File: src/design/flt_defines.vh
// Register map, field positions and reset values for the fan table entries three and four
`ifndef FLT_DEFINES_VH
`define FLT_DEFINES_VH

// ----------------------------------------------------------------
// Register indices (printed offsets, byte address is index times four)
// ----------------------------------------------------------------
`define FLT_IDX_THRESH3 8'h54
`define FLT_IDX_DUTY3 8'h55
`define FLT_IDX_THRESH4 8'h56
`define FLT_IDX_DUTY4 8'h57
`define FLT_IDX_CTRL 8'h4A

// ----------------------------------------------------------------
// Reset values
// ----------------------------------------------------------------
`define FLT_RST_THRESH 8'h7F
`define FLT_RST_DUTY 8'h3F
`define FLT_RST_CTRL 8'h00

// ----------------------------------------------------------------
// Field positions
// ----------------------------------------------------------------
`define FLT_HALF_BIT 7
`define FLT_WHOLE_MSB 6
`define FLT_EXT_MSB 7
`define FLT_EXT_LSB 6
`define FLT_BASE_MSB 5
`define FLT_CTRL_WREN 5
`define FLT_CTRL_TEMP_HIRES 0
`define FLT_CTRL_DUTY_HIRES 1
`define FLT_CTRL_FAST_PWM 2

// ----------------------------------------------------------------
// Bus encodings
// ----------------------------------------------------------------
`define FLT_HTRANS_NONSEQ 2'h2
`define FLT_HTRANS_SEQ 2'h3
`define FLT_ADDR_LSB 2
`define FLT_ADDR_IDX_MSB 9
`define FLT_HADDR_MSB 31
`define FLT_HSIZE_WORD 3'h2

`endif

File: src/design/flt_fan_table.v
// Fan speed table entries three and four with AHB-Lite register access and threshold compare
//
// Implementation choice: the AHB-Lite register port.
`include "flt_defines.vh"

// Overview of operation
// RULE1 - Low temp mode: threshold top bit reads zero
// RULE2 - High temp mode: nine-bit threshold, half degrees
// RULE3 - Low temp mode: seven-bit threshold, whole degrees
// RULE4 - Temperature above threshold selects paired duty
// RULE5 - Compare nine bits high, eight bits low
// RULE6 - Thresholds unsigned, sign bit assumed zero
// RULE7 - Table offset extends threshold range upward
// RULE8 - Low duty mode: extended bits read zero
// RULE9 - High duty mode: extended bits above base
// RULE10 - Extended duty only with fast PWM
// RULE11 - Low duty mode: six-bit base only
// RULE12 - Writes need control write-enable bit five; the control register itself is written without it
module flt_fan_table #(
   parameter TEMP_W = 9,
   parameter DUTY_W = 8
) (
   // Clock and reset
   input wire CLK_I,
   input wire SRST_I,
   // AHB-Lite slave
   input wire HSEL_I,
   input wire [31:0] HADDR_I,
   input wire [1:0] HTRANS_I,
   input wire HWRITE_I,
   input wire [2:0] HSIZE_I,
   input wire [31:0] HWDATA_I,
   input wire HREADY_I,
   output wire [31:0] HRDATA_O,
   output wire HREADYOUT_O,
   output wire HRESP_O,
   // Temperature and offset from the measurement side
   input wire [TEMP_W-1:0] REMOTE_TEMP_I,
   input wire [7:0] TABLE_OFFSET_I,
   // Fan duty request
   output wire [DUTY_W-1:0] PWM_DUTY_O,
   output wire PWM_DUTY_VALID_O
);

   // ----------------------------------------------------------------
   // Derived widths and slots
   // ----------------------------------------------------------------
   // The compare runs two bits wider than the reading so the offset sum cannot wrap
   localparam CMP_W = TEMP_W + 2;
   localparam THR_PAD = CMP_W - 8;
   localparam LIFT_PAD = CMP_W - 9;
   localparam TEMP_PAD = CMP_W - TEMP_W;
   localparam N_ENTRY = 2;
   // One-hot write select, decoded in the address phase
   localparam SEL_W = 5;
   localparam SEL_THRESH3 = 0;
   localparam SEL_DUTY3 = 1;
   localparam SEL_THRESH4 = 2;
   localparam SEL_DUTY4 = 3;
   localparam SEL_CTRL = 4;

   reg [7:0] thresh3;
   reg [7:0] duty3;
   reg [7:0] thresh4;
   reg [7:0] duty4;
   reg [7:0] ctrl;
   reg wr_pend;
   reg [SEL_W-1:0] wr_sel;
   reg [31:0] rdata;
   reg [DUTY_W-1:0] duty_out;
   reg duty_valid;

   // ----------------------------------------------------------------
   // Mode decode
   // ----------------------------------------------------------------
   // Extended duty bits need both the duty mode bit and the fast PWM select
   wire temp_hires = ctrl[`FLT_CTRL_TEMP_HIRES];
   wire duty_hires = ctrl[`FLT_CTRL_DUTY_HIRES] & ctrl[`FLT_CTRL_FAST_PWM]; // RULE10
   wire wr_enable = ctrl[`FLT_CTRL_WREN];

   // ----------------------------------------------------------------
   // Bus address phase
   // ----------------------------------------------------------------
   // Only whole aligned words inside the decoded window reach a register;
   // anything else is still answered OKAY but reads zero and writes nothing
   wire trans_valid = (HTRANS_I == `FLT_HTRANS_NONSEQ) | (HTRANS_I == `FLT_HTRANS_SEQ);
   wire active = HSEL_I & HREADY_I & trans_valid;
   wire [7:0] addr_idx = HADDR_I[`FLT_ADDR_IDX_MSB:`FLT_ADDR_LSB];
   wire addr_upper_zero = ~|HADDR_I[`FLT_HADDR_MSB:`FLT_ADDR_IDX_MSB+1];
   wire addr_aligned = ~|HADDR_I[`FLT_ADDR_LSB-1:0];
   wire size_word = (HSIZE_I == `FLT_HSIZE_WORD);
   wire addr_ok = addr_upper_zero & addr_aligned & size_word;

   // Decode once here; the data phase then needs no address compare
   wire [SEL_W-1:0] addr_hit;
   assign addr_hit[SEL_THRESH3] = addr_ok & (addr_idx == `FLT_IDX_THRESH3);
   assign addr_hit[SEL_DUTY3] = addr_ok & (addr_idx == `FLT_IDX_DUTY3);
   assign addr_hit[SEL_THRESH4] = addr_ok & (addr_idx == `FLT_IDX_THRESH4);
   assign addr_hit[SEL_DUTY4] = addr_ok & (addr_idx == `FLT_IDX_DUTY4);
   assign addr_hit[SEL_CTRL] = addr_ok & (addr_idx == `FLT_IDX_CTRL);

   // ----------------------------------------------------------------
   // Write decode, one strobe per register, used in the data phase
   // ----------------------------------------------------------------
   wire wr_ctrl = wr_pend & wr_sel[SEL_CTRL];
   wire wr_entry = wr_pend & wr_enable; // RULE12
   wire wr_thresh3 = wr_entry & wr_sel[SEL_THRESH3];
   wire wr_duty3 = wr_entry & wr_sel[SEL_DUTY3];
   wire wr_thresh4 = wr_entry & wr_sel[SEL_THRESH4];
   wire wr_duty4 = wr_entry & wr_sel[SEL_DUTY4];
   wire [7:0] wdata = HWDATA_I[7:0];

   // ----------------------------------------------------------------
   // Bus response
   // ----------------------------------------------------------------
   // Zero-wait slave: every transfer completes in its first data cycle
   assign HREADYOUT_O = 1'b1;
   assign HRESP_O = 1'b0;
   assign HRDATA_O = rdata;

   // ----------------------------------------------------------------
   // Read view: unused bits of the current mode read as zero
   // ----------------------------------------------------------------
   // Entry views are built in the per-entry loop further down
   wire [8*N_ENTRY-1:0] tview_bus;
   wire [8*N_ENTRY-1:0] dview_bus;
   wire [7:0] thresh3_view = tview_bus[0 +: 8];
   wire [7:0] duty3_view = dview_bus[0 +: 8];
   wire [7:0] thresh4_view = tview_bus[8 +: 8];
   wire [7:0] duty4_view = dview_bus[8 +: 8];

   reg [7:0] rd_sel;
   always @* begin
      rd_sel = 8'h00;
      if (addr_ok) begin
         case (addr_idx)
            `FLT_IDX_THRESH3: rd_sel = thresh3_view;
            `FLT_IDX_DUTY3: rd_sel = duty3_view;
            `FLT_IDX_THRESH4: rd_sel = thresh4_view;
            `FLT_IDX_DUTY4: rd_sel = duty4_view;
            `FLT_IDX_CTRL: rd_sel = ctrl;
            default: rd_sel = 8'h00;
         endcase
      end
   end

   // ----------------------------------------------------------------
   // Bus pipeline and register storage
   // ----------------------------------------------------------------
   // Remembers a write address phase for its data phase one cycle later
   always @(posedge CLK_I) begin
      if (SRST_I) begin
         wr_pend <= 1'b0;
         wr_sel <= {SEL_W{1'b0}};
      end else begin
         wr_pend <= active & HWRITE_I;
         wr_sel <= addr_hit;
      end
   end

   // Read data is taken in the address phase and stands through the data phase
   always @(posedge CLK_I) begin
      if (SRST_I) begin
         rdata <= 32'h0000_0000;
      end else if (active & ~HWRITE_I) begin
         rdata <= {24'h00_0000, rd_sel};
      end
   end

   // Control is always writable, otherwise a locked table could never be opened
   always @(posedge CLK_I) begin
      if (SRST_I) begin
         ctrl <= `FLT_RST_CTRL;
      end else if (wr_ctrl) begin
         ctrl <= wdata;
      end
   end

   // Table entries are locked unless the enable bit is set
   always @(posedge CLK_I) begin
      if (SRST_I) begin
         thresh3 <= `FLT_RST_THRESH;
      end else if (wr_thresh3) begin
         thresh3 <= wdata;
      end
   end

   always @(posedge CLK_I) begin
      if (SRST_I) begin
         duty3 <= `FLT_RST_DUTY;
      end else if (wr_duty3) begin
         duty3 <= wdata;
      end
   end

   always @(posedge CLK_I) begin
      if (SRST_I) begin
         thresh4 <= `FLT_RST_THRESH;
      end else if (wr_thresh4) begin
         thresh4 <= wdata;
      end
   end

   always @(posedge CLK_I) begin
      if (SRST_I) begin
         duty4 <= `FLT_RST_DUTY;
      end else if (wr_duty4) begin
         duty4 <= wdata;
      end
   end

   // ----------------------------------------------------------------
   // Threshold compare
   // ----------------------------------------------------------------
   // Thresholds are held in half degrees, nine bits, unsigned; offset in whole degrees
   function [CMP_W-1:0] eff_thresh;
      input [7:0] raw;
      input hires;
      input [7:0] offs;
      reg [CMP_W-1:0] base;
      reg [CMP_W-1:0] lift;
      begin
         if (hires) begin
            base = {{THR_PAD{1'b0}}, raw[`FLT_WHOLE_MSB:0], raw[`FLT_HALF_BIT]}; // RULE2 RULE6
         end else begin
            base = {{THR_PAD{1'b0}}, raw[`FLT_WHOLE_MSB:0], 1'b0}; // RULE3 RULE6
         end
         // Offset counts whole degrees, so it sits one bit up
         lift = {{LIFT_PAD{1'b0}}, offs, 1'b0}; // RULE7
         eff_thresh = base + lift;
      end
   endfunction

   function [DUTY_W-1:0] duty_val;
      input [7:0] raw;
      input hires;
      begin
         if (hires) begin
            duty_val = raw; // RULE9
         end else begin
            duty_val = {2'h0, raw[`FLT_BASE_MSB:0]}; // RULE11
         end
      end
   endfunction

   // Temperature in half degrees; low mode drops the half-degree bit
   wire [CMP_W-1:0] temp_cmp = temp_hires ? {{TEMP_PAD{1'b0}}, REMOTE_TEMP_I} :
      {{TEMP_PAD{1'b0}}, REMOTE_TEMP_I[TEMP_W-1:1], 1'b0}; // RULE5

   // ----------------------------------------------------------------
   // Per-entry limit, view and duty; entry three in slot 0, four in slot 1
   // ----------------------------------------------------------------
   wire [8*N_ENTRY-1:0] thresh_bus = {thresh4, thresh3};
   wire [8*N_ENTRY-1:0] duty_bus = {duty4, duty3};
   wire [DUTY_W*N_ENTRY-1:0] dval_bus;
   wire [N_ENTRY-1:0] over;

   genvar g;
   generate
      for (g = 0; g < N_ENTRY; g = g + 1) begin : g_entry
         wire [7:0] thr = thresh_bus[8*g +: 8];
         wire [7:0] dty = duty_bus[8*g +: 8];
         wire [CMP_W-1:0] lim = eff_thresh(thr, temp_hires, TABLE_OFFSET_I);
         // Stored bits are kept; only the view of the current mode hides them
         assign tview_bus[8*g +: 8] = temp_hires ? thr : {1'b0, thr[`FLT_WHOLE_MSB:0]}; // RULE1
         assign dview_bus[8*g +: 8] = duty_hires ? dty : {2'h0, dty[`FLT_BASE_MSB:0]}; // RULE8
         assign dval_bus[DUTY_W*g +: DUTY_W] = duty_val(dty, duty_hires); // RULE9 RULE11
         assign over[g] = temp_cmp > lim; // RULE4
      end
   endgenerate

   // ----------------------------------------------------------------
   // Registered duty request
   // ----------------------------------------------------------------
   // Higher entry wins when both are exceeded
   reg [DUTY_W-1:0] next_duty_out;
   reg next_duty_valid;
   always @* begin
      next_duty_valid = |over; // RULE4
      if (over[1]) begin
         next_duty_out = dval_bus[DUTY_W +: DUTY_W]; // RULE4
      end else if (over[0]) begin
         next_duty_out = dval_bus[0 +: DUTY_W]; // RULE4
      end else begin
         next_duty_out = {DUTY_W{1'b0}};
      end
   end

   always @(posedge CLK_I) begin
      if (SRST_I) begin
         duty_out <= {DUTY_W{1'b0}};
         duty_valid <= 1'b0;
      end else begin
         duty_out <= next_duty_out;
         duty_valid <= next_duty_valid;
      end
   end

   // ----------------------------------------------------------------
   // Outputs
   // ----------------------------------------------------------------
   assign PWM_DUTY_O = duty_out;
   assign PWM_DUTY_VALID_O = duty_valid;

endmodule // flt_fan_table

File: config.mk
export PLATFORM = sky130hd
export DESIGN_NAME = flt_fan_table
export DESIGN_NICKNAME = d
export VERILOG_FILES = /design/src/design/flt_fan_table.v
export VERILOG_INCLUDE_DIRS = /design/src /design/src/design
export SDC_FILE = /design/constraint.sdc
export NUM_CORES = 1
export LEC_CHECK = 0
export BUFFER_PORTS_ARGS = -buffer_cell sky130_fd_sc_hd__buf_2
export CORE_ASPECT_RATIO = 0.75
export CORE_MARGIN = 2
export CORE_UTILIZATION = 40
export CTS_CLUSTER_SIZE = 8
export DETAILED_ROUTE_END_ITERATION = 10
export HOLD_SLACK_MARGIN = 0.15
export PLACE_DENSITY = 0.78
export SKIP_LAST_GASP = 1
export SYNTH_ARGS = -nofsm -noshare
export SYNTH_HDL_FRONTEND = slang
export SYNTH_SLANG_ARGS = --single-unit
File: constraint.sdc
create_clock -name CLK_I -period 2.9 [get_ports CLK_I]
set_clock_uncertainty 0.15 [all_clocks]
set_input_delay 0.435 -clock CLK_I [delete_from_list [all_inputs] [get_ports CLK_I]]
set_output_delay 0.435 -clock CLK_I [all_outputs]
set_load 0.05 [all_outputs]
Word-level counts from Yosys, hierarchy flattened
Index checks and enable logic that the tools add are counted.
- bitwise logic cells: 20
- muxes and demuxes: 11
- order comparisons: 2
- add/subtract/negate cells: 2
- eq/ne operators: 8
- reduce and logical (&&, ||, !) cells: 5
- operators with widths (cell ; count):
    $mux W8 ; 7
    $eq A8 B7 Y1 const B ; 5
    $pmux W8 S5 ; 1
    $reduce_or A22 Y1 ; 1
    $add A8 B9 Y10 ; 2
    $gt A9 B10 Y1 ; 2
    $and A1 B1 Y1 ; 18
    $eq A2 B2 Y1 const B ; 2
    $reduce_or A2 Y1 ; 2
    $eq A3 B2 Y1 const B ; 1
    $mux W1 ; 3
    $logic_not A1 Y1 ; 2
    $not A1 Y1 ; 1
    $or A1 B1 Y1 ; 1
- output and inout bits: 43
- flip-flop bits (word level): 63
- input port bits: 91
- logic and storage cells: 58

Longest topological paths before layout
Gate-level depths: netlist of the first run.
- word-level depth: 5
- gate-level depth with buffers: 14
- mapped depth without buffers: 14

Worst setup path before layout of the first run
Ideal clock, no wire load.
- path kind: input to register
- from: in TABLE_OFFSET_I[0]
- to: reg duty_valid, in the netlist PWM_DUTY_VALID_O
- path slack: -193 ps
- cell stages on the path: 14
- library setup time: 115 ps
- arrival time: 2828 ps
- data required time: 2635 ps
- buffers on the path: 0
- path through: ha_1 > inv_1 > fa_1 > nor2b_1 > o31a_1 > o21ai_0 > nand2b_1 > xnor2_1 > ha_1 > a21o_1 > a21oi_1 > o2111ai_1 > and3_1 > o21ba_1
- cells in the longest elaborated chain, start to end: 3
- elaborated cells on any way between the ends: 5
- classes of those cells: 2 x add/sub; 2 x order compare; 1 x reduce/logical
- RTL lines (item ; RTL line ; text):
    start, declared ; flt_fan_table.v:39 ; input wire [7:0] TABLE_OFFSET_I,
    $add A8 B9 Y10 ; flt_fan_table.v:230 ; eff_thresh = base + lift;
    $gt A9 B10 Y1 ; flt_fan_table.v:268 ; assign over[g] = temp_cmp > lim;
    $reduce_or A2 Y1 * ; flt_fan_table.v:279 ; next_duty_valid = |over;
    end signal, assigned ; flt_fan_table.v:295 ; duty_valid <= next_duty_valid;
    end, declared ; flt_fan_table.v:71 ; reg duty_valid;
Every way passes the cells marked *; elsewhere a longest branch is shown, timed or not.
A chain may end at the register's enable or synchronous reset.

Worst setup path after layout of the first run
- from: reg thresh4[0], in the netlist g_entry[1].thr[0]
- to: reg duty_out[6], in the netlist PWM_DUTY_O[6]
- cells in the longest elaborated chain, start to end: 3
- RTL lines (item ; RTL line ; text):
    start, declared ; flt_fan_table.v:64 ; reg [7:0] thresh4;
    start signal, assigned ; flt_fan_table.v:198 ; thresh4 <= `FLT_RST_THRESH;
    start signal, assigned ; flt_fan_table.v:200 ; thresh4 <= wdata;
    $add A8 B9 Y10 ; flt_fan_table.v:230 ;
    $gt A9 B10 Y1 ; flt_fan_table.v:268 ;
    $mux W8 ; flt_fan_table.v:280 ; if (over[1]) begin
    end signal, assigned ; flt_fan_table.v:291 ; duty_out <= {DUTY_W{1'b0}};
    end signal, assigned ; flt_fan_table.v:294 ; duty_out <= next_duty_out;
    end, declared ; flt_fan_table.v:70 ; reg [DUTY_W-1:0] duty_out;
No other way between the ends.

==> impl_metrics.prom, run 1 <==
# TYPE chip_impl_metric gauge
chip_impl_metric{name="synth_cells",unit=""} 478
chip_impl_metric{name="drt_pre_antenna_iters",unit=""} 6
chip_impl_metric{name="chipWidth",unit="um"} 119.1
chip_impl_metric{name="yosysUniqueCellTypes",unit=""} 54
chip_impl_info{name="synth_ff_type",value="sky130_fd_sc_hd__dfxtp_1"} 1
chip_impl_metric{name="achievable-frequency",unit="GHz"} 0.3237
chip_impl_metric{name="crit_fanout",unit=""} 5
chip_impl_metric{name="reg2reg_depth",unit=""} 15
chip_impl_metric{name="seq_area",unit="mm2"} 0.001264
chip_impl_metric{name="post-route-cell-area",unit="mm2"} 0.005025
chip_impl_metric{name="timing.critical_path.arrival",unit="ns"} 3.18
chip_impl_metric{name="wl_per_cell",unit="um"} 15.72
chip_impl_metric{name="initial_core_util",unit="%"} 41.12
chip_impl_metric{name="io_buffers",unit=""} 82
chip_impl_metric{name="floorplan.core_area",unit="mm2"} 0.009658
chip_impl_metric{name="diodes",unit=""} 0
chip_impl_info{name="criticalPathCategory",value="reg2reg"} 1
chip_impl_info{name="timing.critical_path.max_delay_family",value="adder cells"} 1
chip_impl_metric{name="crit_required",unit="ns"} 3.00
chip_impl_info{name="worst_setup_path_startpoint",value="g_entry[1].thr[0]$_SDFFE_PP1P_"} 1
chip_impl_metric{name="std_cell_rows",unit=""} 31
chip_impl_info{name="timing.rr.end",value="PWM_DUTY_O[6]$_SDFF_PP0_"} 1
chip_impl_info{name="worst_setup_path_endpoint",value="PWM_DUTY_O[6]$_SDFF_PP0_"} 1
chip_impl_info{name="root_buffer",value="sky130_fd_sc_hd__clkbuf_16"} 1
chip_impl_metric{name="cp.depth",unit=""} 15
chip_impl_metric{name="final_wirelength",unit="um"} 11270
chip_impl_metric{name="clk_path_buf_depth",unit=""} 2
chip_impl_metric{name="nFillCells",unit=""} 874
chip_impl_metric{name="drtIter0Drc",unit=""} 296
chip_impl_metric{name="timing.final.setup_violations",unit=""} 9
chip_impl_info{name="cp-end-kind",value="flop"} 1
chip_impl_metric{name="cts_made_buffers",unit=""} 9
chip_impl_info{name="hold_path_class",value="in2reg"} 1
chip_impl_metric{name="final_hold_viol_count",unit=""} 0
chip_impl_metric{name="timing_max_transition_violations_final",unit=""} 0
chip_impl_metric{name="floorplan.die.height",unit="um"} 90.29
chip_impl_metric{name="cts-hold-fix-buffers",unit=""} 0
chip_impl_info{name="rsz0062_at_grt",value="yes"} 1
chip_impl_metric{name="gr-total-overflow",unit=""} 0
chip_impl_metric{name="yosys_warnings",unit=""} 0
chip_impl_metric{name="place_hpwl",unit="um"} 8626
chip_impl_info{name="worst_path_most_repeated_cell",value="sky130_fd_sc_hd__a21oi_2"} 1
chip_impl_metric{name="total_leakage_power",unit="nW"} 2.278
chip_impl_metric{name="dr_total_vias",unit=""} 3832
chip_impl_metric{name="num_io_pins",unit=""} 134
chip_impl_info{name="dominant_cell_type_by_area_after_synthesis",value="sky130_fd_sc_hd__dfxtp_1"} 1
chip_impl_metric{name="async_flop_share",unit="%"} 0
chip_impl_metric{name="yosysTopAreaCellShare",unit="%"} 31.76
chip_impl_metric{name="tightest_slew",unit="ns"} 0.7096
chip_impl_metric{name="drive_above_1_share",unit="%"} 24.96
chip_impl_info{name="startpoint_type_of_the_worst_setup_path",value="flop"} 1
chip_impl_metric{name="drt_drc_violations_left",unit=""} 0
chip_impl_metric{name="edff_count_synth",unit=""} 0
chip_impl_metric{name="cts_sinks",unit=""} 63
chip_impl_metric{name="post_drt_via_cell_ratio",unit=""} 5.344
chip_impl_info{name="run_status",value="finished with violations"} 1
chip_impl_metric{name="vias_in_the_first_global_route",unit=""} 3655
chip_impl_info{name="slowest_library_cell_on_the_worst_path",value="sky130_fd_sc_hd__fa_2"} 1
chip_impl_metric{name="grt_first_pass_wirelength",unit="um"} 17870
chip_impl_metric{name="clkTransAtPathRegs",unit="ns"} 0.05
chip_impl_metric{name="synth.ff_latch_count",unit=""} 63
chip_impl_info{name="cp_cell_instances",value="ha_4 -> fa_2 -> a21oi_2 -> o21ai_2 -> o21ai_1 -> nand2b_1 -> xnor2_1 -> ha_1 -> nand2_2 -> a21oi_2 -> o31ai_2 -> a311oi_2 -> buf_4 -> buf_8 -> mux2i_2"} 1
chip_impl_metric{name="max_cap_viol_count",unit=""} 0
chip_impl_metric{name="max_stage_delay",unit="ns"} 0.35
chip_impl_metric{name="placement.cell_area",unit="mm2"} 0.004594
chip_impl_metric{name="multi_input_comb_area",unit="mm2"} 0.002537
chip_impl_metric{name="routabilityCongestion",unit=""} 0.8878
chip_impl_metric{name="nNetsFinal",unit=""} 705
chip_impl_metric{name="drtAntennaViolNets",unit=""} 0
chip_impl_info{name="ys_top_cells_by_area",value="sky130_fd_sc_hd__dfxtp_1 32%, sky130_fd_sc_hd__ha_1 10%, sky130_fd_sc_hd__nand2_1 7.4%"} 1
chip_impl_info{name="tritoncts",value="built"} 1
chip_impl_metric{name="synth-seq-area-share",unit="%"} 31.76
chip_impl_metric{name="overall_track_demand_over_capacity_in_global_routing",unit="%"} 20.87
chip_impl_metric{name="post_synthesis_cell_area",unit="mm2"} 0.003971
chip_impl_info{name="reg2reg_from",value="g_entry[1].thr[0]$_SDFFE_PP1P_"} 1
chip_impl_metric{name="period_share",unit="%"} 106.5
chip_impl_metric{name="final_period_minus_worst_setup_slack",unit="ns"} 3.089
chip_impl_metric{name="worstSkewPairLatency",unit="ns"} 0.33
chip_impl_metric{name="power_per_cell_area",unit="mW/mm2"} 524.9
chip_impl_info{name="synth.cells.most_frequent",value="78 x sky130_fd_sc_hd__nand2_1, 63 x sky130_fd_sc_hd__dfxtp_1, 32 x sky130_fd_sc_hd__ha_1, 31 x sky130_fd_sc_hd__a21oi_1, 26 x sky130_fd_sc_hd__buf_4"} 1
chip_impl_metric{name="timing.final.ws_setup",unit="ns"} -0.1889
chip_impl_metric{name="worst-r2r-setup-slack",unit="ns"} -0.19
chip_impl_metric{name="area_delta_synth_final",unit="%"} 26.53
chip_impl_metric{name="htree_levels",unit=""} 3
chip_impl_metric{name="syn-mean-instance-area",unit="um2"} 8.308
chip_impl_metric{name="die_area",unit="mm2"} 0.01075
chip_impl_info{name="violations",value="setup timing"} 1
chip_impl_metric{name="path_buf_inv",unit=""} 2
chip_impl_metric{name="antenna_found_initial",unit=""} 0
chip_impl_metric{name="slew_headroom",unit="%"} 52.60
chip_impl_metric{name="preCtsSetupSlack",unit="ns"} -0.4353
chip_impl_info{name="synthMostInstantiatedCell",value="sky130_fd_sc_hd__nand2_1"} 1
chip_impl_metric{name="irDropWorstVdd",unit="mV"} 0.2764
chip_impl_metric{name="grt_max_degree",unit=""} 42
-- state kept, by name, indices dropped and copies added (netlist names) --
register,count
g_entry.thr,16
HRDATA_O,8
PWM_DUTY_O,8
ctrl,8
duty3,8
duty4,8
wr_sel,5
PWM_DUTY_VALID_O,1
wr_pend,1
-- timing repair --
action / 4_1_cts / 5_1_grt
setup endpoints to repair: 9 / 9
pin swaps: 1 / 1
buffers inserted: 3 / 1
gates cloned: 1 / 0
resized for setup: 9 / 10
-- worst min path at each step --
stage | from | to | cells past startpoint
floorplan | g_entry[1].thr[7]$_SDFFE_PP0P_ | g_entry[1].thr[7]$_SDFFE_PP0P_ | 2
global placement | g_entry[1].thr[7]$_SDFFE_PP0P_ | g_entry[1].thr[7]$_SDFFE_PP0P_ | 2
detailed placement | HRDATA_O[7]$_SDFFE_PP0P_ | HRDATA_O[7]$_SDFFE_PP0P_ | 2
CTS | HREADY_I | wr_pend$_SDFF_PP0_ | 3
global route | HREADY_I | wr_pend$_SDFF_PP0_ | 3
finish | HREADY_I | wr_pend$_SDFF_PP0_ | 3
-- cells in the final DEF (no fill, tap or decap), types with 3 or more instances in the layout --
cell	n
sky130_fd_sc_hd__a211o_1	9
sky130_fd_sc_hd__a21o_1	5
sky130_fd_sc_hd__a21oi_1	28
sky130_fd_sc_hd__a21oi_2	3
sky130_fd_sc_hd__a32o_1	8
sky130_fd_sc_hd__and3_1	7
sky130_fd_sc_hd__buf_2	82
sky130_fd_sc_hd__buf_4	28
sky130_fd_sc_hd__clkbuf_16	9
sky130_fd_sc_hd__conb_1	26
sky130_fd_sc_hd__dfxtp_1	61
sky130_fd_sc_hd__ha_1	31
sky130_fd_sc_hd__inv_1	20
sky130_fd_sc_hd__mux2i_1	12
sky130_fd_sc_hd__nand2_1	77
sky130_fd_sc_hd__nand2b_1	12
sky130_fd_sc_hd__nand3_1	20
sky130_fd_sc_hd__nand3b_1	19
sky130_fd_sc_hd__nand4_1	10
sky130_fd_sc_hd__nor2_1	14
sky130_fd_sc_hd__nor2b_1	8
sky130_fd_sc_hd__nor4_1	7
sky130_fd_sc_hd__o21ai_0	6
sky130_fd_sc_hd__o21ai_1	9
sky130_fd_sc_hd__o21bai_1	3
sky130_fd_sc_hd__o22ai_1	8
sky130_fd_sc_hd__xnor2_1	7
sky130_fd_sc_hd__xor2_1	4
-- routing by layer --
metal | part of all wire [%] | track usage, % | vias up
met3 | 7.1 | 4.798 | 24
met4 | 1.7 | 6.448 | 0
li1 | - | - | 1868
met2 | 47 | 34.77 | 139
met1 | 44 | 26.83 | 1801
met5 | 0 | 0 | -
-- area by class of cell --
class / instances / area share [%]
Clock buffer: 13 / 5.179
Clock inverter: 3 / 1.295
Inverter: 20 / 1.494
Multi-Input combinational cell: 373 / 50.50
Sequential cell: 63 / 25.15
Tap cell: 132 / 3.287
Timing Repair Buffer: 113 / 13.10
-- tightest hold or removal path, cell delays in order --
cell,delay [ns]
sky130_fd_sc_hd__buf_2,0.11
sky130_fd_sc_hd__nand3_1,0.06
sky130_fd_sc_hd__nor3b_1,0.04
-- stage by stage --
| step | cells | hold WS, ns | utilization [%] | TNS (ns) | total power [mW] |
|---|---|---|---|---|---|
| final | 717 | 0.2172 | 52.03 | -1.339 | 2.638 |
| after global routing | 717 | 0.2313 | 52.03 | -2.801 | 2.732 |
| after CTS | 717 | 0.2132 | 51.65 | -0.8584 | 2.625 |
| after detailed placement | 697 | 0.2980 | 47.57 | -3.550 | 1.439 |
| after global placement | 697 | 0.2887 | 47.57 | -2.569 | 1.421 |
| after floorplan | 502 | 0.2817 | - | -0.08000 | 1.308 |
-- cell families after synthesis --
family          Yosys count  share of synthesized area [%]
other cells               2                         0.1891
fa+ha+maj                34                          11.09
simple gates            192                          25.20
mux                      14                          3.529
compound gates           96                          16.82
flops                    63                          31.76
xor+xnor                 11                          2.426
buf+inv                  66                          8.979
-- report_power, final --
| group | switching [mW] | internal (mW) | total (mW) |
|---|---|---|---|
| clock | 0.368 | 0.797 | 1.17 |
| sequential | 0.00492 | 0.887 | 0.892 |
| combinational | 0.365 | 0.215 | 0.581 |
(Power assumes the default switching activity.)
==> inputs of run 2 (changes only) <==
- SETUP_SLACK_MARGIN: default -> 0.02
==> impl_metrics.prom, run 2 (synthesis gave the netlist of run 1 again) <==
# TYPE chip_impl_metric gauge
chip_impl_metric{name="overall_track_demand_over_capacity_in_global_routing",unit="%"} 20.87
chip_impl_metric{name="post_drt_via_cell_ratio",unit=""} 5.342
chip_impl_metric{name="preCtsSetupSlack",unit="ns"} -0.4353
chip_impl_info{name="worst_setup_path_startpoint",value="g_entry[1].thr[0]$_SDFFE_PP1P_"} 1
chip_impl_metric{name="slew_headroom",unit="%"} 52.17
chip_impl_metric{name="gr-total-overflow",unit=""} 0
chip_impl_metric{name="post-route-cell-area",unit="mm2"} 0.005025
chip_impl_metric{name="place_hpwl",unit="um"} 8626
chip_impl_metric{name="max_stage_delay",unit="ns"} 0.35
chip_impl_metric{name="wl_per_cell",unit="um"} 15.87
chip_impl_metric{name="holdWs",unit="ns"} 0.2099
chip_impl_metric{name="htree_levels",unit=""} 3
chip_impl_info{name="root_buffer",value="sky130_fd_sc_hd__clkbuf_16"} 1
chip_impl_metric{name="io_buffers",unit=""} 82
chip_impl_metric{name="comb_power_share",unit="%"} 22.0
chip_impl_metric{name="vias_in_the_first_global_route",unit=""} 3655
chip_impl_info{name="tritoncts",value="built"} 1
chip_impl_metric{name="floorplan.die.height",unit="um"} 90.29
chip_impl_metric{name="std_cell_rows",unit=""} 31
chip_impl_metric{name="grt_max_degree",unit=""} 42
chip_impl_metric{name="crit_required",unit="ns"} 3.00
chip_impl_metric{name="seqPwrFrac",unit="%"} 33.7
chip_impl_metric{name="die_area",unit="mm2"} 0.01075
chip_impl_metric{name="nNetsFinal",unit=""} 705
chip_impl_metric{name="dr_total_vias",unit=""} 3830
chip_impl_info{name="cp_cell_instances",value="ha_4 -> fa_2 -> a21oi_2 -> o21ai_2 -> o21ai_1 -> nand2b_1 -> xnor2_1 -> ha_1 -> a211oi_2 -> a21oi_2 -> o31ai_2 -> a311oi_2 -> buf_4 -> buf_8 -> mux2i_2"} 1
chip_impl_metric{name="drive_above_1_share",unit="%"} 24.96
chip_impl_metric{name="largest_register_ffs",unit=""} 16
chip_impl_info{name="violations",value="setup timing"} 1
chip_impl_metric{name="switching_power_total",unit="uW"} 745.8
chip_impl_info{name="worst_path_most_repeated_cell",value="sky130_fd_sc_hd__a21oi_2"} 1
chip_impl_metric{name="final_hold_viol_count",unit=""} 0
chip_impl_metric{name="cts-hold-fix-buffers",unit=""} 0
chip_impl_info{name="hold_path_class",value="in2reg"} 1
chip_impl_info{name="rsz0062_at_grt",value="yes"} 1
chip_impl_info{name="startpoint_type_of_the_worst_setup_path",value="flop"} 1
chip_impl_metric{name="drtAntennaViolNets",unit=""} 0
chip_impl_metric{name="tightest_slew",unit="ns"} 0.7160
chip_impl_info{name="final_cell_mix",value="82 x sky130_fd_sc_hd__buf_2, 77 x sky130_fd_sc_hd__nand2_1, 61 x sky130_fd_sc_hd__dfxtp_1"} 1
chip_impl_info{name="mostFrequentLayoutCell",value="sky130_fd_sc_hd__buf_2"} 1
chip_impl_metric{name="timing.final.setup_violations",unit=""} 9
chip_impl_metric{name="diodes",unit=""} 0
chip_impl_info{name="run_status",value="finished with violations"} 1
chip_impl_info{name="cp-end-kind",value="flop"} 1
chip_impl_metric{name="initial_core_util",unit="%"} 41.12
chip_impl_metric{name="grt_first_pass_wirelength",unit="um"} 17870
chip_impl_metric{name="drtIter0Drc",unit=""} 248
chip_impl_metric{name="num_io_pins",unit=""} 134
chip_impl_metric{name="cts_sinks",unit=""} 63
chip_impl_metric{name="irDropWorstVdd",unit="mV"} 0.2821
chip_impl_info{name="reg2reg_from",value="g_entry[1].thr[0]$_SDFFE_PP1P_"} 1
chip_impl_metric{name="achievable-frequency",unit="GHz"} 0.3208
chip_impl_metric{name="clkTransAtPathRegs",unit="ns"} 0.05
chip_impl_metric{name="crit_fanout",unit=""} 5
chip_impl_metric{name="max_cap_viol_count",unit=""} 0
chip_impl_metric{name="clk_path_buf_depth",unit=""} 2
chip_impl_info{name="slowest_library_cell_on_the_worst_path",value="sky130_fd_sc_hd__fa_2"} 1
chip_impl_metric{name="power_report.internal_total",unit="mW"} 1.900
chip_impl_metric{name="placement.cell_area",unit="mm2"} 0.004594
chip_impl_metric{name="final_period_minus_worst_setup_slack",unit="ns"} 3.117
chip_impl_info{name="criticalPathCategory",value="reg2reg"} 1
chip_impl_metric{name="cts_made_buffers",unit=""} 9
chip_impl_metric{name="final_wirelength",unit="um"} 11380
chip_impl_metric{name="chipWidth",unit="um"} 119.1
chip_impl_metric{name="drt_pre_antenna_iters",unit=""} 4
chip_impl_metric{name="antenna_found_initial",unit=""} 0
chip_impl_metric{name="path_buf_inv",unit=""} 2
chip_impl_metric{name="power_per_cell_area",unit="mW/mm2"} 526.5
chip_impl_info{name="timing.critical_path.max_delay_family",value="compound AO/OA/AOI/OAI gates"} 1
chip_impl_metric{name="power.total",unit="mW"} 2.645
chip_impl_metric{name="drt_drc_violations_left",unit=""} 0
chip_impl_metric{name="area_delta_synth_final",unit="%"} 26.53
chip_impl_info{name="hp-start",value="HREADY_I"} 1
chip_impl_metric{name="clock_power_share",unit="%"} 44.3
chip_impl_metric{name="routabilityCongestion",unit=""} 0.8878
chip_impl_metric{name="timing_max_transition_violations_final",unit=""} 0
chip_impl_metric{name="period_share",unit="%"} 107.5
chip_impl_metric{name="total_leakage_power",unit="nW"} 2.278
chip_impl_metric{name="timing.critical_path.arrival",unit="ns"} 3.22
chip_impl_metric{name="switching_share",unit="%"} 28.19
chip_impl_metric{name="timing.final.ws_setup",unit="ns"} -0.2171
chip_impl_metric{name="worstSkewPairLatency",unit="ns"} 0.33
chip_impl_metric{name="floorplan.core_area",unit="mm2"} 0.009658
[run 2: cell counts in the layout (fill, tap and decap cells not counted)]
No cell type changed its count.
[run 2: tightest hold or removal path: stages]
cell	delay (ns)
sky130_fd_sc_hd__buf_2	0.11
sky130_fd_sc_hd__nand3_1	0.06
sky130_fd_sc_hd__nor3b_1	0.04
[run 2: stage by stage]
step	utilization, %	std cells	TNS, ns
floorplan	-	502	-0.08000
global placement	47.57	697	-2.569
detailed placement	47.57	697	-3.550
CTS	51.65	717	-0.8584
global route	52.03	717	-3.022
finish	52.03	717	-1.592
[run 2: worst paths after layout]
| kind | end | slack, ns | cells after the start |
|---|---|---|---|
| worst max register to register | PWM_DUTY_O[6]$_SDFF_PP0_ | -0.22 | 15 |
| worst max-delay path | PWM_DUTY_O[6]$_SDFF_PP0_ | -0.22 | 15 |
| worst min register to register | HRDATA_O[5]$_SDFFE_PP0P_ | 0.31 | 2 |
| worst min-delay path | wr_pend$_SDFF_PP0_ | 0.21 | 3 |
[run 2: final cells by class]
| class | instances | area [um2] |
|---|---|---|
| clock buffer | 13 | 260.3 |
| inverter | 20 | 75.07 |
| clock inverter | 3 | 65.06 |
| tap | 132 | 165.2 |
| sequential | 63 | 1264 |
| timing repair buffer | 113 | 658.1 |
| fill | 873 | 4633 |
| multi-input combinational | 373 | 2537 |
[run 2: what timing repair did]
| action | CTS | global route |
|---|---|---|
| buffers inserted | 3 | 0 |
| gates resized for setup | 9 | 10 |
| cloned | 1 | 0 |
| endpoints found under the setup margin | 9 | 9 |
| pin swaps | 1 | 1 |
[run 2: power by group through the flow]
stage	logic [mW]	clock network, mW	registers (mW)
floorplan	0.327	0	0.981
global placement	0.512	0	0.909
detailed placement	0.529	0	0.910
CTS	0.557	1.18	0.892
global route	0.622	1.22	0.894
finish	0.582	1.17	0.892
[run 2: layer usage]
layer | global-route usage [%] | part of all wire (%) | routed length [um]
met1 | 26.83 | 43 | 4948
met2 | 34.77 | 47 | 5379
met3 | 4.798 | 7.4 | 844
met4 | 6.448 | 1.8 | 204
met5 | 0 | 0 | 0
==> inputs of run 3 (changes only) <==
- CORE_UTILIZATION: 40 -> 46
- PLACE_DENSITY: 0.78 -> 0.87
==> impl_metrics.prom, run 3 (synthesis gave the netlist of run 1 again) <==
# TYPE chip_impl_metric gauge
chip_impl_info{name="run_status",value="finished with violations"} 1
chip_impl_info{name="violations",value="setup timing"} 1
chip_impl_metric{name="routabilityCongestion",unit=""} 0.9327
chip_impl_metric{name="vias_in_the_first_global_route",unit=""} 3830
chip_impl_metric{name="power.total",unit="mW"} 2.663
chip_impl_metric{name="cts_sinks",unit=""} 63
chip_impl_metric{name="antenna_found_initial",unit=""} 0
chip_impl_metric{name="area_delta_synth_final",unit="%"} 26.15
chip_impl_metric{name="io_buffers",unit=""} 82
chip_impl_metric{name="slew_headroom",unit="%"} 53.39
chip_impl_metric{name="wl_per_cell",unit="um"} 16.82
chip_impl_metric{name="final_period_minus_worst_setup_slack",unit="ns"} 3.120
chip_impl_metric{name="timing.critical_path.arrival",unit="ns"} 3.19
chip_impl_metric{name="achievable-frequency",unit="GHz"} 0.3205
chip_impl_metric{name="final_wirelength",unit="um"} 11670
chip_impl_metric{name="dr_total_vias",unit=""} 4004
chip_impl_metric{name="num_io_pins",unit=""} 134
chip_impl_metric{name="nNetsFinal",unit=""} 706
chip_impl_metric{name="diodes",unit=""} 0
chip_impl_metric{name="final_hold_viol_count",unit=""} 0
chip_impl_metric{name="gr-total-overflow",unit=""} 0
chip_impl_metric{name="floorplan.die.height",unit="um"} 84.47
chip_impl_metric{name="floorplan.core_area",unit="mm2"} 0.008418
chip_impl_info{name="rsz0062_at_grt",value="yes"} 1
chip_impl_metric{name="overall_track_demand_over_capacity_in_global_routing",unit="%"} 24.67
chip_impl_metric{name="place_hpwl",unit="um"} 8630
chip_impl_metric{name="drive_above_1_share",unit="%"} 25.09
chip_impl_metric{name="max_cap_viol_count",unit=""} 0
chip_impl_metric{name="grt_max_degree",unit=""} 35
chip_impl_metric{name="drt_drc_violations_left",unit=""} 0
chip_impl_metric{name="timing_max_transition_violations_final",unit=""} 0
chip_impl_metric{name="largest_register_ffs",unit=""} 16
chip_impl_info{name="hold_path_class",value="in2reg"} 1
chip_impl_metric{name="drt_pre_antenna_iters",unit=""} 6
chip_impl_metric{name="switching_share",unit="%"} 29.33
chip_impl_metric{name="power_per_cell_area",unit="mW/mm2"} 531.5
chip_impl_metric{name="clkTransAtPathRegs",unit="ns"} 0.06
chip_impl_metric{name="std_cell_rows",unit=""} 29
chip_impl_info{name="criticalPathCategory",value="reg2reg"} 1
chip_impl_metric{name="chipWidth",unit="um"} 111.3
chip_impl_metric{name="htree_levels",unit=""} 3
chip_impl_metric{name="switching_power_total",unit="uW"} 781.0
chip_impl_metric{name="drtAntennaViolNets",unit=""} 0
chip_impl_info{name="final_cell_mix",value="82 x sky130_fd_sc_hd__buf_2, 78 x sky130_fd_sc_hd__nand2_1, 61 x sky130_fd_sc_hd__dfxtp_1"} 1
chip_impl_metric{name="post_drt_via_cell_ratio",unit=""} 5.769
chip_impl_metric{name="crit_fanout",unit=""} 4
chip_impl_info{name="mostFrequentLayoutCell",value="sky130_fd_sc_hd__buf_2"} 1
chip_impl_info{name="root_buffer",value="sky130_fd_sc_hd__clkbuf_16"} 1
chip_impl_info{name="tritoncts",value="built"} 1
chip_impl_metric{name="comb_power_share",unit="%"} 22.2
chip_impl_metric{name="tightest_slew",unit="ns"} 0.6977
chip_impl_info{name="cp-end-kind",value="flop"} 1
chip_impl_metric{name="irDropWorstVdd",unit="mV"} 0.5049
chip_impl_metric{name="timing.final.ws_setup",unit="ns"} -0.2202
chip_impl_metric{name="drtIter0Drc",unit=""} 365
chip_impl_metric{name="preCtsSetupSlack",unit="ns"} -0.4287
chip_impl_metric{name="cts_made_buffers",unit=""} 9
chip_impl_metric{name="die_area",unit="mm2"} 0.009400
chip_impl_metric{name="total_leakage_power",unit="nW"} 2.278
chip_impl_metric{name="grt_first_pass_wirelength",unit="um"} 18780
chip_impl_metric{name="setup_tns",unit="ns"} -1.785
chip_impl_metric{name="timing.final.setup_violations",unit=""} 9
chip_impl_metric{name="crit_required",unit="ns"} 2.97
chip_impl_metric{name="holdWs",unit="ns"} 0.2205
chip_impl_metric{name="final_util",unit="%"} 59.51
chip_impl_info{name="startpoint_type_of_the_worst_setup_path",value="flop"} 1
chip_impl_metric{name="seqPwrFrac",unit="%"} 33.4
chip_impl_metric{name="clk_path_buf_depth",unit=""} 2
chip_impl_metric{name="clock_power_share",unit="%"} 44.4
chip_impl_metric{name="initial_core_util",unit="%"} 47.18
chip_impl_metric{name="cts-hold-fix-buffers",unit=""} 0
chip_impl_metric{name="period_share",unit="%"} 107.6
chip_impl_metric{name="worstSkewPairLatency",unit="ns"} 0.33
chip_impl_metric{name="power_report.internal_total",unit="mW"} 1.882
run 3: changes by cell type in the layout (fill, tap and decap cells not counted), moves of 2 or more:
cell                         before  now
sky130_fd_sc_hd__clkinvlp_4       0    2
sky130_fd_sc_hd__a21oi_2          3    1
sky130_fd_sc_hd__buf_4           28   30
sky130_fd_sc_hd__mux2i_2          2    0
sky130_fd_sc_hd__mux2i_1         12   14
sky130_fd_sc_hd__clkbuf_1         2    0
run 3: repair_timing:
item,4_1_cts,5_1_grt
gates cloned,1,0
pin swaps,4,3
setup endpoints to repair,9,9
setup buffers,3,1
gates resized for setup,13,4
run 3: worst max-delay path, stage by stage (launching register included):
cell                       delay (ns)
sky130_fd_sc_hd__dfxtp_2         0.33
sky130_fd_sc_hd__ha_4            0.16
sky130_fd_sc_hd__fa_2            0.37
sky130_fd_sc_hd__a21oi_4         0.18
sky130_fd_sc_hd__o21ai_2         0.09
sky130_fd_sc_hd__o21ai_1         0.13
sky130_fd_sc_hd__nand2b_1        0.08
sky130_fd_sc_hd__xnor2_1         0.20
sky130_fd_sc_hd__ha_1            0.29
sky130_fd_sc_hd__a211oi_2        0.24
sky130_fd_sc_hd__o2111a_1        0.23
sky130_fd_sc_hd__a311oi_2        0.05
sky130_fd_sc_hd__buf_4           0.17
sky130_fd_sc_hd__buf_4           0.16
sky130_fd_sc_hd__o21ba_1         0.17
run 3: layout make-up:
| type | count | area (um2) |
|---|---|---|
| tap | 108 | 135.1 |
| fill | 689 | 3408 |
| inverter | 20 | 75.07 |
| clock buffer | 10 | 239.0 |
| timing repair buffer | 114 | 661.9 |
| multi-input combinational | 373 | 2542 |
| sequential | 63 | 1264 |
| clock inverter | 6 | 92.59 |
run 3: metal layers:
metal	part of all wire, %	vias up	GRT usage (%)
met5	0	-	0
met4	3.0	0	9.540
met3	9.5	50	5.560
met2	48	212	40.63
met1	40	1879	31.76
li1	-	1863	-
run 3: power groups by stage:
stage	Sequential (mW)	Combinational (mW)	Clock (mW)
final	0.889	0.590	1.18
after detailed placement	0.909	0.537	0
after CTS	0.890	0.572	1.18
after floorplan	0.981	0.327	0
after global routing	0.892	0.629	1.21
after global placement	0.908	0.516	0
run 3: final timing paths:
| kind | from | endpoint | slack, ns | cells after the start |
|---|---|---|---|---|
| max | g_entry[1].thr[0]$_SDFFE_PP1P_ | PWM_DUTY_VALID_O$_SDFF_PP0_ | -0.22 | 14 |
| min | HREADY_I | wr_pend$_SDFF_PP0_ | 0.22 | 3 |
| max reg2reg | g_entry[1].thr[0]$_SDFFE_PP1P_ | PWM_DUTY_VALID_O$_SDFF_PP0_ | -0.22 | 14 |
| min reg2reg | ctrl[3]$_SDFFE_PP0P_ | ctrl[3]$_SDFFE_PP0P_ | 0.31 | 2 |
run 3: through the flow:
step	cells	instance area [um2]
2_1_floorplan	502	4098
3_3_place_gp	673	4564
3_5_place_dp	673	4564
4_1_cts	693	4984
5_1_grt	694	5010
6_report	694	5010
